--- src/core/loop_detector_map.svh ---
`ifndef LOOP_DETECTOR_MAP_SVH
`define LOOP_DETECTOR_MAP_SVH

// Timebase and timing figures
`define LD_CLK_HZ         100000000
`define LD_SCAN_HZ        148
`define LD_MS_PER_S       1000
`define LD_PULSE_MS       225
`define LD_TUNEOUT_MS     2000
`define LD_HOLD_MIN       30
`define LD_MS_PER_MIN     60000

// Sensitivity steps in units of 1/THR_DEN (0.0025 % each)
`define LD_THR_DEN        40000
`define LD_THR0           8'h01
`define LD_THR1           8'h02
`define LD_THR2           8'h04
`define LD_THR3           8'h08
`define LD_THR4           8'h10
`define LD_THR5           8'h21
`define LD_THR6           8'h42
`define LD_THR7           8'h84

// Register byte offsets
`define LD_REG_CTRL       8'h00
`define LD_REG_STATUS     8'h04
`define LD_REG_SWITCH     8'h08
`define LD_REG_COUNT      8'h0C
`define LD_REG_REF        8'h10

// Field positions and values
`define LD_CTRL_RST_BIT   0
`define LD_CTRL_RAISE_BIT 1
`define LD_CTRL_LOWER_BIT 2
`define LD_CTRL_SEL_LSB   4
`define LD_STAT_TUNED_LSB 8
`define LD_SEL_OFF        4'h0
`define LD_SEL_PRES_BIT   3
`define LD_RESP_OKAY      2'h0
`define LD_RESP_SLVERR    2'h2

`endif

--- src/core/loop_detector_pkg.sv ---
package loop_detector_pkg;

    typedef enum logic [1:0] {
        MODE_OFF,
        MODE_PULSE,
        MODE_PRES
    } mode_e;

endpackage

--- src/core/loop_detector_scan_output.sv ---
// Our own choices: the AXI4-Lite slave port and the address map.
`timescale 1ns/10ps
`include "loop_detector_map.svh"

module loop_detector_scan_output
    import loop_detector_pkg::*;
#(
    parameter int CHANNELS = 4,
    parameter int CW       = 20,
    parameter int SLOT_CYC = `LD_CLK_HZ / (`LD_SCAN_HZ * CHANNELS),
    parameter int MS_CYC   = `LD_CLK_HZ / `LD_MS_PER_S,
    parameter int HOLD_MS  = `LD_HOLD_MIN * `LD_MS_PER_MIN
)(
    // Clock and reset
    input  wire logic                  aclk,
    input  wire logic                  aresetn,
    // AXI4-Lite write address
    input  wire logic                  awvalid,
    output logic                       awready,
    input  wire logic [7:0]            awaddr,
    input  wire logic [2:0]            awprot,
    // AXI4-Lite write data
    input  wire logic                  wvalid,
    output logic                       wready,
    input  wire logic [31:0]           wdata,
    input  wire logic [3:0]            wstrb,
    // AXI4-Lite write response
    output logic                       bvalid,
    input  wire logic                  bready,
    output logic [1:0]                 bresp,
    // AXI4-Lite read address
    input  wire logic                  arvalid,
    output logic                       arready,
    input  wire logic [7:0]            araddr,
    input  wire logic [2:0]            arprot,
    // AXI4-Lite read data
    output logic                       rvalid,
    input  wire logic                  rready,
    output logic [31:0]                rdata,
    output logic [1:0]                 rresp,
    // Loop front end
    input  wire logic                  osc_in,
    output logic [CHANNELS-1:0]        osc_en,
    output logic                       freq_raise,
    output logic                       freq_lower,
    // Front panel
    input  wire logic                  reset_in,
    input  wire logic [4*CHANNELS-1:0] sel_in,
    output logic [CHANNELS-1:0]        lamp,
    // Isolated outputs
    output logic [CHANNELS-1:0]        det_out
);

    localparam int CIW = $clog2(CHANNELS);
    localparam int OW  = $clog2(((HOLD_MS > `LD_TUNEOUT_MS) ? HOLD_MS : `LD_TUNEOUT_MS) + 1);
    localparam int MW  = $clog2(MS_CYC);
    localparam int PW  = 8;
    localparam int XW  = CW + 20;

    localparam logic [OW-1:0] TUNEOUT = OW'(`LD_TUNEOUT_MS);
    localparam logic [OW-1:0] HOLD    = OW'(HOLD_MS);
    localparam logic [PW-1:0] PULSE   = PW'(`LD_PULSE_MS);

    function automatic logic [7:0] thr_units(input logic [2:0] s);
        case (s)
            3'h0:    thr_units = `LD_THR0;
            3'h1:    thr_units = `LD_THR1;
            3'h2:    thr_units = `LD_THR2;
            3'h3:    thr_units = `LD_THR3;
            3'h4:    thr_units = `LD_THR4;
            3'h5:    thr_units = `LD_THR5;
            3'h6:    thr_units = `LD_THR6;
            default: thr_units = `LD_THR7;
        endcase
    endfunction

    ////////////////////////////////////////////////////////////////////////////
    // Pin synchronisers

    logic                  osc_s1;
    logic                  osc_s2;
    logic                  osc_s3;
    logic                  rst_s1;
    logic                  rst_s2;
    logic [4*CHANNELS-1:0] sel_s1;
    logic [4*CHANNELS-1:0] sel_s2;
    logic                  osc_edge;

    always_ff @(posedge aclk) begin
        if (!aresetn) begin
            osc_s1 <= 1'b0;
            osc_s2 <= 1'b0;
            osc_s3 <= 1'b0;
            rst_s1 <= 1'b0;
            rst_s2 <= 1'b0;
            sel_s1 <= '0;
            sel_s2 <= '0;
        end else begin
            osc_s1 <= osc_in;
            osc_s2 <= osc_s1;
            osc_s3 <= osc_s2;
            rst_s1 <= reset_in;
            rst_s2 <= rst_s1;
            sel_s1 <= sel_in;
            sel_s2 <= sel_s1;
        end
    end

    assign osc_edge = osc_s2 & ~osc_s3;

    ////////////////////////////////////////////////////////////////////////////
    // AXI4-Lite slave

    logic             aw_got;
    logic             w_got;
    logic [7:0]       wa_reg;
    logic [31:0]      wd_reg;
    logic [3:0]       ws_reg;
    logic             do_wr;
    logic             ctrl_wr;
    logic             soft_rst_reg;
    logic [1:0]       msel_reg;
    logic [31:0]      rd_word;
    logic             rd_err;
    logic [CHANNELS-1:0] tuned_v;
    logic [CW-1:0]    ref_w [CHANNELS];
    logic [CW-1:0]    cnt_w [CHANNELS];
    logic [CIW-1:0]   msel_idx;

    assign do_wr    = aw_got & w_got & ~bvalid;
    assign ctrl_wr  = do_wr && wa_reg == `LD_REG_CTRL && ws_reg[0];
    assign msel_idx = msel_reg[CIW-1:0];

    always_ff @(posedge aclk) begin
        if (!aresetn) begin
            awready <= 1'b1;
            aw_got  <= 1'b0;
            wa_reg  <= '0;
        end else if (awvalid && awready) begin
            awready <= 1'b0;
            aw_got  <= 1'b1;
            wa_reg  <= awaddr;
        end else if (do_wr) begin
            aw_got  <= 1'b0;
        end else if (bvalid && bready) begin
            awready <= 1'b1;
        end
    end

    always_ff @(posedge aclk) begin
        if (!aresetn) begin
            wready <= 1'b1;
            w_got  <= 1'b0;
            wd_reg <= '0;
            ws_reg <= '0;
        end else if (wvalid && wready) begin
            wready <= 1'b0;
            w_got  <= 1'b1;
            wd_reg <= wdata;
            ws_reg <= wstrb;
        end else if (do_wr) begin
            w_got  <= 1'b0;
        end else if (bvalid && bready) begin
            wready <= 1'b1;
        end
    end

    always_ff @(posedge aclk) begin
        if (!aresetn) begin
            bvalid <= 1'b0;
            bresp  <= `LD_RESP_OKAY;
        end else if (do_wr) begin
            bvalid <= 1'b1;
            bresp  <= (wa_reg > `LD_REG_REF || wa_reg[1:0] != 2'h0) ? `LD_RESP_SLVERR : `LD_RESP_OKAY;
        end else if (bvalid && bready) begin
            bvalid <= 1'b0;
        end
    end

    // Control register; the reset bit is a one-cycle strobe, never stored
    always_ff @(posedge aclk) begin
        if (!aresetn) begin
            freq_raise   <= 1'b0;
            freq_lower   <= 1'b0;
            msel_reg     <= '0;
            soft_rst_reg <= 1'b0;
        end else begin
            soft_rst_reg <= ctrl_wr & wd_reg[`LD_CTRL_RST_BIT];
            if (ctrl_wr) begin
                freq_raise <= wd_reg[`LD_CTRL_RAISE_BIT];
                freq_lower <= wd_reg[`LD_CTRL_LOWER_BIT] & ~wd_reg[`LD_CTRL_RAISE_BIT];
                msel_reg   <= wd_reg[`LD_CTRL_SEL_LSB +: 2];
            end
        end
    end

    always_comb begin
        rd_word = 32'h0000_0000;
        rd_err  = 1'b0;
        case (araddr)
            `LD_REG_CTRL: begin
                rd_word[`LD_CTRL_RAISE_BIT]     = freq_raise;
                rd_word[`LD_CTRL_LOWER_BIT]     = freq_lower;
                rd_word[`LD_CTRL_SEL_LSB +: 2]  = msel_reg;
            end
            `LD_REG_STATUS: begin
                rd_word[CHANNELS-1:0]                     = det_out;
                rd_word[`LD_STAT_TUNED_LSB +: CHANNELS]   = tuned_v;
            end
            `LD_REG_SWITCH: rd_word[4*CHANNELS-1:0] = sel_s2;
            `LD_REG_COUNT:  rd_word[CW-1:0]         = cnt_w[msel_idx];
            `LD_REG_REF:    rd_word[CW-1:0]         = ref_w[msel_idx];
            default:        rd_err                  = 1'b1;
        endcase
    end

    always_ff @(posedge aclk) begin
        if (!aresetn) begin
            arready <= 1'b1;
            rvalid  <= 1'b0;
            rdata   <= '0;
            rresp   <= `LD_RESP_OKAY;
        end else if (arvalid && arready) begin
            arready <= 1'b0;
            rvalid  <= 1'b1;
            rdata   <= rd_word;
            rresp   <= rd_err ? `LD_RESP_SLVERR : `LD_RESP_OKAY;
        end else if (rvalid && rready) begin
            rvalid  <= 1'b0;
            arready <= 1'b1;
        end
    end

    ////////////////////////////////////////////////////////////////////////////
    // Scan, millisecond tick and channel clear

    logic           meas_done;
    logic [CIW-1:0] meas_ch;
    logic [CW-1:0]  meas_cnt;
    logic [MW-1:0]  ms_cnt;
    logic           ms_tick;
    logic           chan_clr;

    // Power-up runs through aresetn, so recovery needs no operator
    assign chan_clr = ~aresetn | rst_s2 | soft_rst_reg;

    loop_scan_meas #(
        .CHANNELS (CHANNELS),
        .CW       (CW),
        .SLOT_CYC (SLOT_CYC),
        .CIW      (CIW)
    ) u_scan (
        .aclk     (aclk),
        .aresetn  (aresetn),
        .osc_edge (osc_edge),
        .osc_en   (osc_en),
        .done     (meas_done),
        .done_ch  (meas_ch),
        .done_cnt (meas_cnt)
    );

    always_ff @(posedge aclk) begin
        if (!aresetn) begin
            ms_cnt  <= '0;
            ms_tick <= 1'b0;
        end else begin
            ms_tick <= (ms_cnt == MW'(MS_CYC - 1));
            ms_cnt  <= (ms_cnt == MW'(MS_CYC - 1)) ? '0 : ms_cnt + 1'b1;
        end
    end

    ////////////////////////////////////////////////////////////////////////////
    // Per-channel tracking and output

    for (genvar g = 0; g < CHANNELS; g++) begin : g_ch
        logic [3:0]    pos;
        mode_e         md;
        logic          upd;
        logic          gt;
        logic [XW-1:0] lhs;
        logic [XW-1:0] rhs;
        logic          hit_on;
        logic          hit_keep;
        logic          tune_out;
        logic [CW-1:0] ref_reg;
        logic [CW-1:0] last_reg;
        logic          tuned_reg;
        logic          det_reg;
        logic [OW-1:0] occ_reg;
        logic [PW-1:0] pul_reg;
        logic          out_reg;
        logic          lamp_reg;
        logic          out_next;

        assign pos = sel_s2[4*g +: 4];
        always_comb begin
            if (pos == `LD_SEL_OFF)
                md = MODE_OFF;
            else if (pos[`LD_SEL_PRES_BIT])
                md = MODE_PRES;
            else
                md = MODE_PULSE;
        end

        assign upd = meas_done && meas_ch == CIW'(g);
        assign gt  = meas_cnt > ref_reg;
        assign lhs = XW'(meas_cnt - ref_reg) * XW'(`LD_THR_DEN);
        assign rhs = XW'(ref_reg) * XW'(thr_units(pos[2:0]));
        // Release at half the threshold so noise cannot split one vehicle
        assign hit_on   = gt && lhs > rhs;
        assign hit_keep = gt && (lhs << 1) > rhs;
        assign tune_out = det_reg && ((md == MODE_PULSE && occ_reg >= TUNEOUT)
                          || occ_reg >= HOLD);

        // No fault state: a shorted loop is measured and tracked like any other
        always_ff @(posedge aclk) begin
            if (chan_clr) begin
                ref_reg   <= '0;
                last_reg  <= '0;
                tuned_reg <= 1'b0;
                det_reg   <= 1'b0;
            end else if (upd) begin
                last_reg <= meas_cnt;
                if (!tuned_reg) begin
                    ref_reg   <= meas_cnt;
                    tuned_reg <= 1'b1;
                end else if (tune_out) begin
                    ref_reg <= meas_cnt;
                    det_reg <= 1'b0;
                end else if (det_reg ? hit_keep : hit_on) begin
                    det_reg <= 1'b1;
                end else begin
                    det_reg <= 1'b0;
                    if (gt)
                        ref_reg <= ref_reg + 1'b1;
                    else if (meas_cnt < ref_reg)
                        ref_reg <= ref_reg - 1'b1;
                end
            end
        end

        always_ff @(posedge aclk) begin
            if (chan_clr || !det_reg)
                occ_reg <= '0;
            else if (ms_tick && occ_reg != '1)
                occ_reg <= occ_reg + 1'b1;
        end

        always_ff @(posedge aclk) begin
            if (chan_clr)
                pul_reg <= '0;
            else if (upd && tuned_reg && !det_reg && hit_on && md == MODE_PULSE)
                pul_reg <= PULSE;
            else if (ms_tick && pul_reg != '0)
                pul_reg <= pul_reg - 1'b1;
        end

        always_comb begin
            unique case (md)
                MODE_OFF:   out_next = 1'b0;
                MODE_PULSE: out_next = pul_reg != '0;
                MODE_PRES:  out_next = det_reg;
            endcase
        end

        always_ff @(posedge aclk) begin
            if (chan_clr) begin
                out_reg  <= 1'b0;
                lamp_reg <= 1'b0;
            end else begin
                out_reg  <= out_next;
                lamp_reg <= out_next;
            end
        end

        assign det_out[g] = out_reg;
        assign lamp[g]    = lamp_reg;
        assign tuned_v[g] = tuned_reg;
        assign ref_w[g]   = ref_reg;
        assign cnt_w[g]   = last_reg;
    end

endmodule // loop_detector_scan_output

--- src/core/loop_scan_meas.sv ---
`timescale 1ns/10ps

// Round-robin scan: one oscillator at a time, edges counted per slot
module loop_scan_meas #(
    parameter int CHANNELS = 4,
    parameter int CW       = 20,
    parameter int SLOT_CYC = 168918,
    parameter int CIW      = 2
)(
    // Clock and reset
    input  wire logic                aclk,
    input  wire logic                aresetn,
    // Synchronised oscillator edge
    input  wire logic                osc_edge,
    // Scan outputs
    output logic [CHANNELS-1:0]      osc_en,
    output logic                     done,
    output logic [CIW-1:0]           done_ch,
    output logic [CW-1:0]            done_cnt
);

    localparam int SW = $clog2(SLOT_CYC + 1);
    localparam logic [SW-1:0] LAST = SW'(SLOT_CYC - 1);

    logic [SW-1:0]  slot_reg;
    logic [CIW-1:0] ch_reg;
    logic [CW-1:0]  cnt_reg;

    ////////////////////////////////////////////////////////////////////////////
    always_ff @(posedge aclk) begin
        if (!aresetn) begin
            slot_reg <= '0;
            ch_reg   <= '0;
        end else if (slot_reg == LAST) begin
            slot_reg <= '0;
            ch_reg   <= (ch_reg == CIW'(CHANNELS - 1)) ? '0 : ch_reg + 1'b1;
        end else begin
            slot_reg <= slot_reg + 1'b1;
        end
    end

    // Registered enable is dead for slot counts 0 and 1, at the start of each slot, so two oscillators never overlap
    always_ff @(posedge aclk) begin
        if (!aresetn) begin
            osc_en <= '0;
        end else if (slot_reg != '0 && slot_reg != LAST) begin
            osc_en <= CHANNELS'(1) << ch_reg;
        end else begin
            osc_en <= '0;
        end
    end

    // Saturating count keeps very low inductances (high frequency) usable
    always_ff @(posedge aclk) begin
        if (!aresetn || slot_reg == '0) begin
            cnt_reg <= '0;
        end else if (osc_edge && osc_en != '0 && cnt_reg != '1) begin
            cnt_reg <= cnt_reg + 1'b1;
        end
    end

    always_ff @(posedge aclk) begin
        if (!aresetn) begin
            done     <= 1'b0;
            done_ch  <= '0;
            done_cnt <= '0;
        end else begin
            done <= (slot_reg == LAST);
            if (slot_reg == LAST) begin
                done_ch  <= ch_reg;
                done_cnt <= cnt_reg;
            end
        end
    end

endmodule // loop_scan_meas

--- config.mk ---
export PLATFORM = sky130hd
export DESIGN_NAME = loop_detector_scan_output
export DESIGN_NICKNAME = d
export VERILOG_FILES = /design/src/core/loop_detector_pkg.sv /design/src/core/loop_detector_scan_output.sv /design/src/core/loop_scan_meas.sv
export VERILOG_INCLUDE_DIRS = /design/src /design/src/core
export SDC_FILE = /design/constraint.sdc
export NUM_CORES = 2
export LEC_CHECK = 0
export BUFFER_PORTS_ARGS = -buffer_cell sky130_fd_sc_hd__buf_2
export CAP_MARGIN = 20
export CORE_MARGIN = 4
export CORE_UTILIZATION = 66
export CTS_CLUSTER_SIZE = 25
export DETAILED_ROUTE_END_ITERATION = 7
export PLACE_DENSITY = 0.83
export SYNTH_ARGS = -nofsm -noshare
export SYNTH_HDL_FRONTEND = slang
export SYNTH_HIERARCHICAL = 1
export SYNTH_SLANG_ARGS = --single-unit
--- constraint.sdc ---
create_clock -name aclk -period 20.8 [get_ports aclk]
set_input_delay 2.08 -clock aclk [delete_from_list [all_inputs] [get_ports aclk]]
set_output_delay 2.08 -clock aclk [all_outputs]
set_load 0.005 [all_outputs]
==> reports/metrics.csv <==
stage,metric,value,unit
critical_path,crit-reg2reg-capture,g_ch[3].ref_reg[6],
global_routing,antenna_found_initial,4,
drt,finalWirelength,180.6,mm
drt,vias,59088,
critical_path,path_max_fanout,39,
global_routing,grt_busiest_layer,met2,
final_layout,finish.net_count,9660,
min_path,hold_end,sel_s2[10],
power,p_leak,35.36,nW
sta,setup_slack,9069,ps
min_path,hold_start,sel_s1[10],
clock_network,ctsHtreeMaxLevel,2,
drt,drc,0,
outcome,status,finished clean,
sta,worst_slew_pin_slew,1066,ps
placed_design,dpl.hpwl,140.4,mm
global_routing,grt.overflow.total,0,
sta,fin_skew,15.28,ps
global_routing,grt_pass1_vias,58243,
sta,maxSlewHeadroom,0.2893,
synth,syn_inst,8134,
final_layout,syn_to_final_growth,4.767,%
synth,yosysSeqAreaShare,0.1363,
clock_network,cts_sinks,458,
final_layout,finalNonFillerCells,9472,
final_layout,final_cell_area,70480,um^2
floorplan,start_util,0.6688,
global_routing,grt_pass1_wl,293.7,mm
synth,synth_top_family_by_area,adder cells,
power,power.density,26.71,nW/um^2
synth,synth_area_per_cell,8.270,um^2
critical_path,rr_worst_depth,39,
synth,synthMuxAreaShare,0.01901,
floorplan,die_area,107100,um^2
synth,yosysTopAreaCell,fa_1,
global_routing,grt_use_met3,0.05356,
clock_network,clk_latency,610,ps
synth,synth.top_cell.area_share,0.1988,
synth,synth_area_leaders,"fa_1 (20%), ha_1 (16%), dfxtp_1 (14%)",
synth,ys_seq_elements,458,
synth,synth_fa_ha_area_frac,0.3553,
synth,synth-async-reset-ratio,0,
critical_path,slowest_stage,dfxtp_1,
global_routing,use_met2,0.5500,
clock_network,cts_made_buffers,48,
critical_path,cp_data_arrival_time,12240,ps
sta,min_period,11730,ps
final_layout,layout_common_cells,"inv_1 (1231), ha_1 (838), fa_1 (668), nand2_1 (603), nor2_1 (563)",
sta,hold_violations,0,
sta,finalMaxSlewViolations,0,
critical_path,endpoint_kind,flop,
placed_design,gp_congestion,0.9511,
clock_network,post_cts_buffers,0,
power,vdd_drop_max,69.00,uV
min_path,hold_path.class,reg -> reg,
critical_path,crit_start,u_scan/done_cnt[0],
global_routing,grt_max_degree,66,
synth,synthXorXnorAreaFrac,0.05943,
critical_path,r2r_start,u_scan/done_cnt[0],
synth,synth_compound_area_frac,0.1532,
critical_path,cp_data_required_time,21310,ps
critical_path,criticalPathCategory,reg -> reg,
flow_run,maxCapViolations,0,
floorplan,ios,138,
synth,yosys.area_share.simple,0.1884,
synth,syn_area,67270,um^2
sta,rsz0062_at_grt,false,
floorplan,fp.dieH,327.3,um
synth,synth_edf_count,0,
placed_design,dp.cells,9375,
global_routing,use_met1,0.4162,
clock_network,root_buffer,clkbuf_16,
sta,clock.fmax,85.24,MHz
placed_design,pre_cts_ws,9368,ps
final_layout,drive_gt1_frac,0.04908,
placed_design,port-buffer-count,87,
global_routing,grt_util_all_layers,0.3314,
sta,min_period_over_period,0.5640,
drt,drt-wirelength-per-cell,19.07,um
power,power,0.001882,W
sta,setup-violations-final,0,
synth,synth_ff_type,dfxtp_1,
synth,yosysWarnings,6,
synth,ys_types,115,
final_layout,final_common_cell,inv_1,
drt,ant_nets,0,
critical_path,r2r_slack,9070,ps
floorplan,coreArea,100600,um^2
sta,fin_setup_tns,0,ps
clock_network,cts_tree,built,
drt,drt_iter0_markers,5133,
clock_network,clk_pin_slew,70,ps
min_path,holdPathStages,1,
critical_path,critPathMaxStageDelay,860,ps
placed_design,placed_cell_area,68790,um^2
floorplan,fp-row-count,116,
drt,dr.pass1.iters,8,
drt,viasPerCell,6.238,
clock_network,clock_path_buffers,3,
clock_network,holdBufCountCts,0,
clock_network,post_cts_resized,0,
floorplan,die_w,327.3,um
final_layout,largest_reg_flops,84,
critical_path,cp-start-kind,flop,
worst max path at each step:
stage | endpoint | slack [ps] | cells past startpoint
after floorplan | g_ch[3].ref_reg[10] | 11950 | 37
after global placement | g_ch[3].ref_reg[6] | 9520 | 37
after detailed placement | g_ch[3].ref_reg[6] | 9370 | 37
after CTS | g_ch[3].ref_reg[6] | 9350 | 37
after global routing | g_ch[3].ref_reg[13] | 8690 | 37
final | g_ch[3].ref_reg[6] | 9070 | 39
worst max-delay path, delay by kind of cell, from the launching register on:
| kind | cells | cell delay (ps) |
|---|---|---|
| fa+ha+maj | 9 | 3520 |
| simple gates | 6 | 1260 |
| flops | 1 | 860 |
| compound gates | 16 | 3940 |
| buf+inv | 6 | 1390 |
| xor+xnor | 2 | 640 |
per-stage QoR:
| step | hold WS [ps] | util |
|---|---|---|
| finish | 435.6 | 0.7007 |
| global route | 455.5 | 0.7006 |
| CTS | 434.6 | 0.7002 |
| detailed placement | 421.3 | 0.6839 |
| global placement | 413.9 | 0.6839 |
| floorplan | 411.9 | - |
synth_stat cells (all sizes together) (226+ instances only):
| cell | number |
|---|---|
| o21ai | 263 |
| ha | 838 |
| nand2 | 603 |
| clkbuf | 226 |
| and2 | 288 |
| xnor2 | 242 |
| nor2 | 566 |
| fa | 668 |
| dfxtp | 458 |
| a21oi | 495 |
| nor3 | 307 |
| inv | 1232 |
power breakdown:
group	switching [W]	internal [W]
Combinational	0.0000643	0.0000242
Clock	0.000378	0.000520
Sequential	0.00000813	0.000887
Total	0.000451	0.00143
cell families (layout without fill, tap and decap cells):
family          after synthesis  count (layout)
buf+inv                    1531            1490
fa+ha+maj                  1510            1510
xor+xnor                    454             454
compound gates             1560            1560
flops                       458             458
mux                          87              87
other cells                   1              23
simple gates               2533            2533
cell type report:
cell class / instances / area [um^2]
Multi-Input combinational cell: 6162 / 52270
Fill cell: 7860 / 30110
Sequential cell: 458 / 9174
Inverter: 1234 / 4632
Tap cell: 1357 / 1698
Clock buffer: 69 / 1391
Timing Repair Buffer: 167 / 1046
Clock inverter: 20 / 249.0
Antenna cell: 5 / 12.51
layer usage:
layer,vias to the layer above,routed length [um]
met2,2690,83840
li1,27362,-
met1,28396,70290
met3,634,15480
met4,6,10940
met5,-,41
Power figures use the tool's default switching activity.
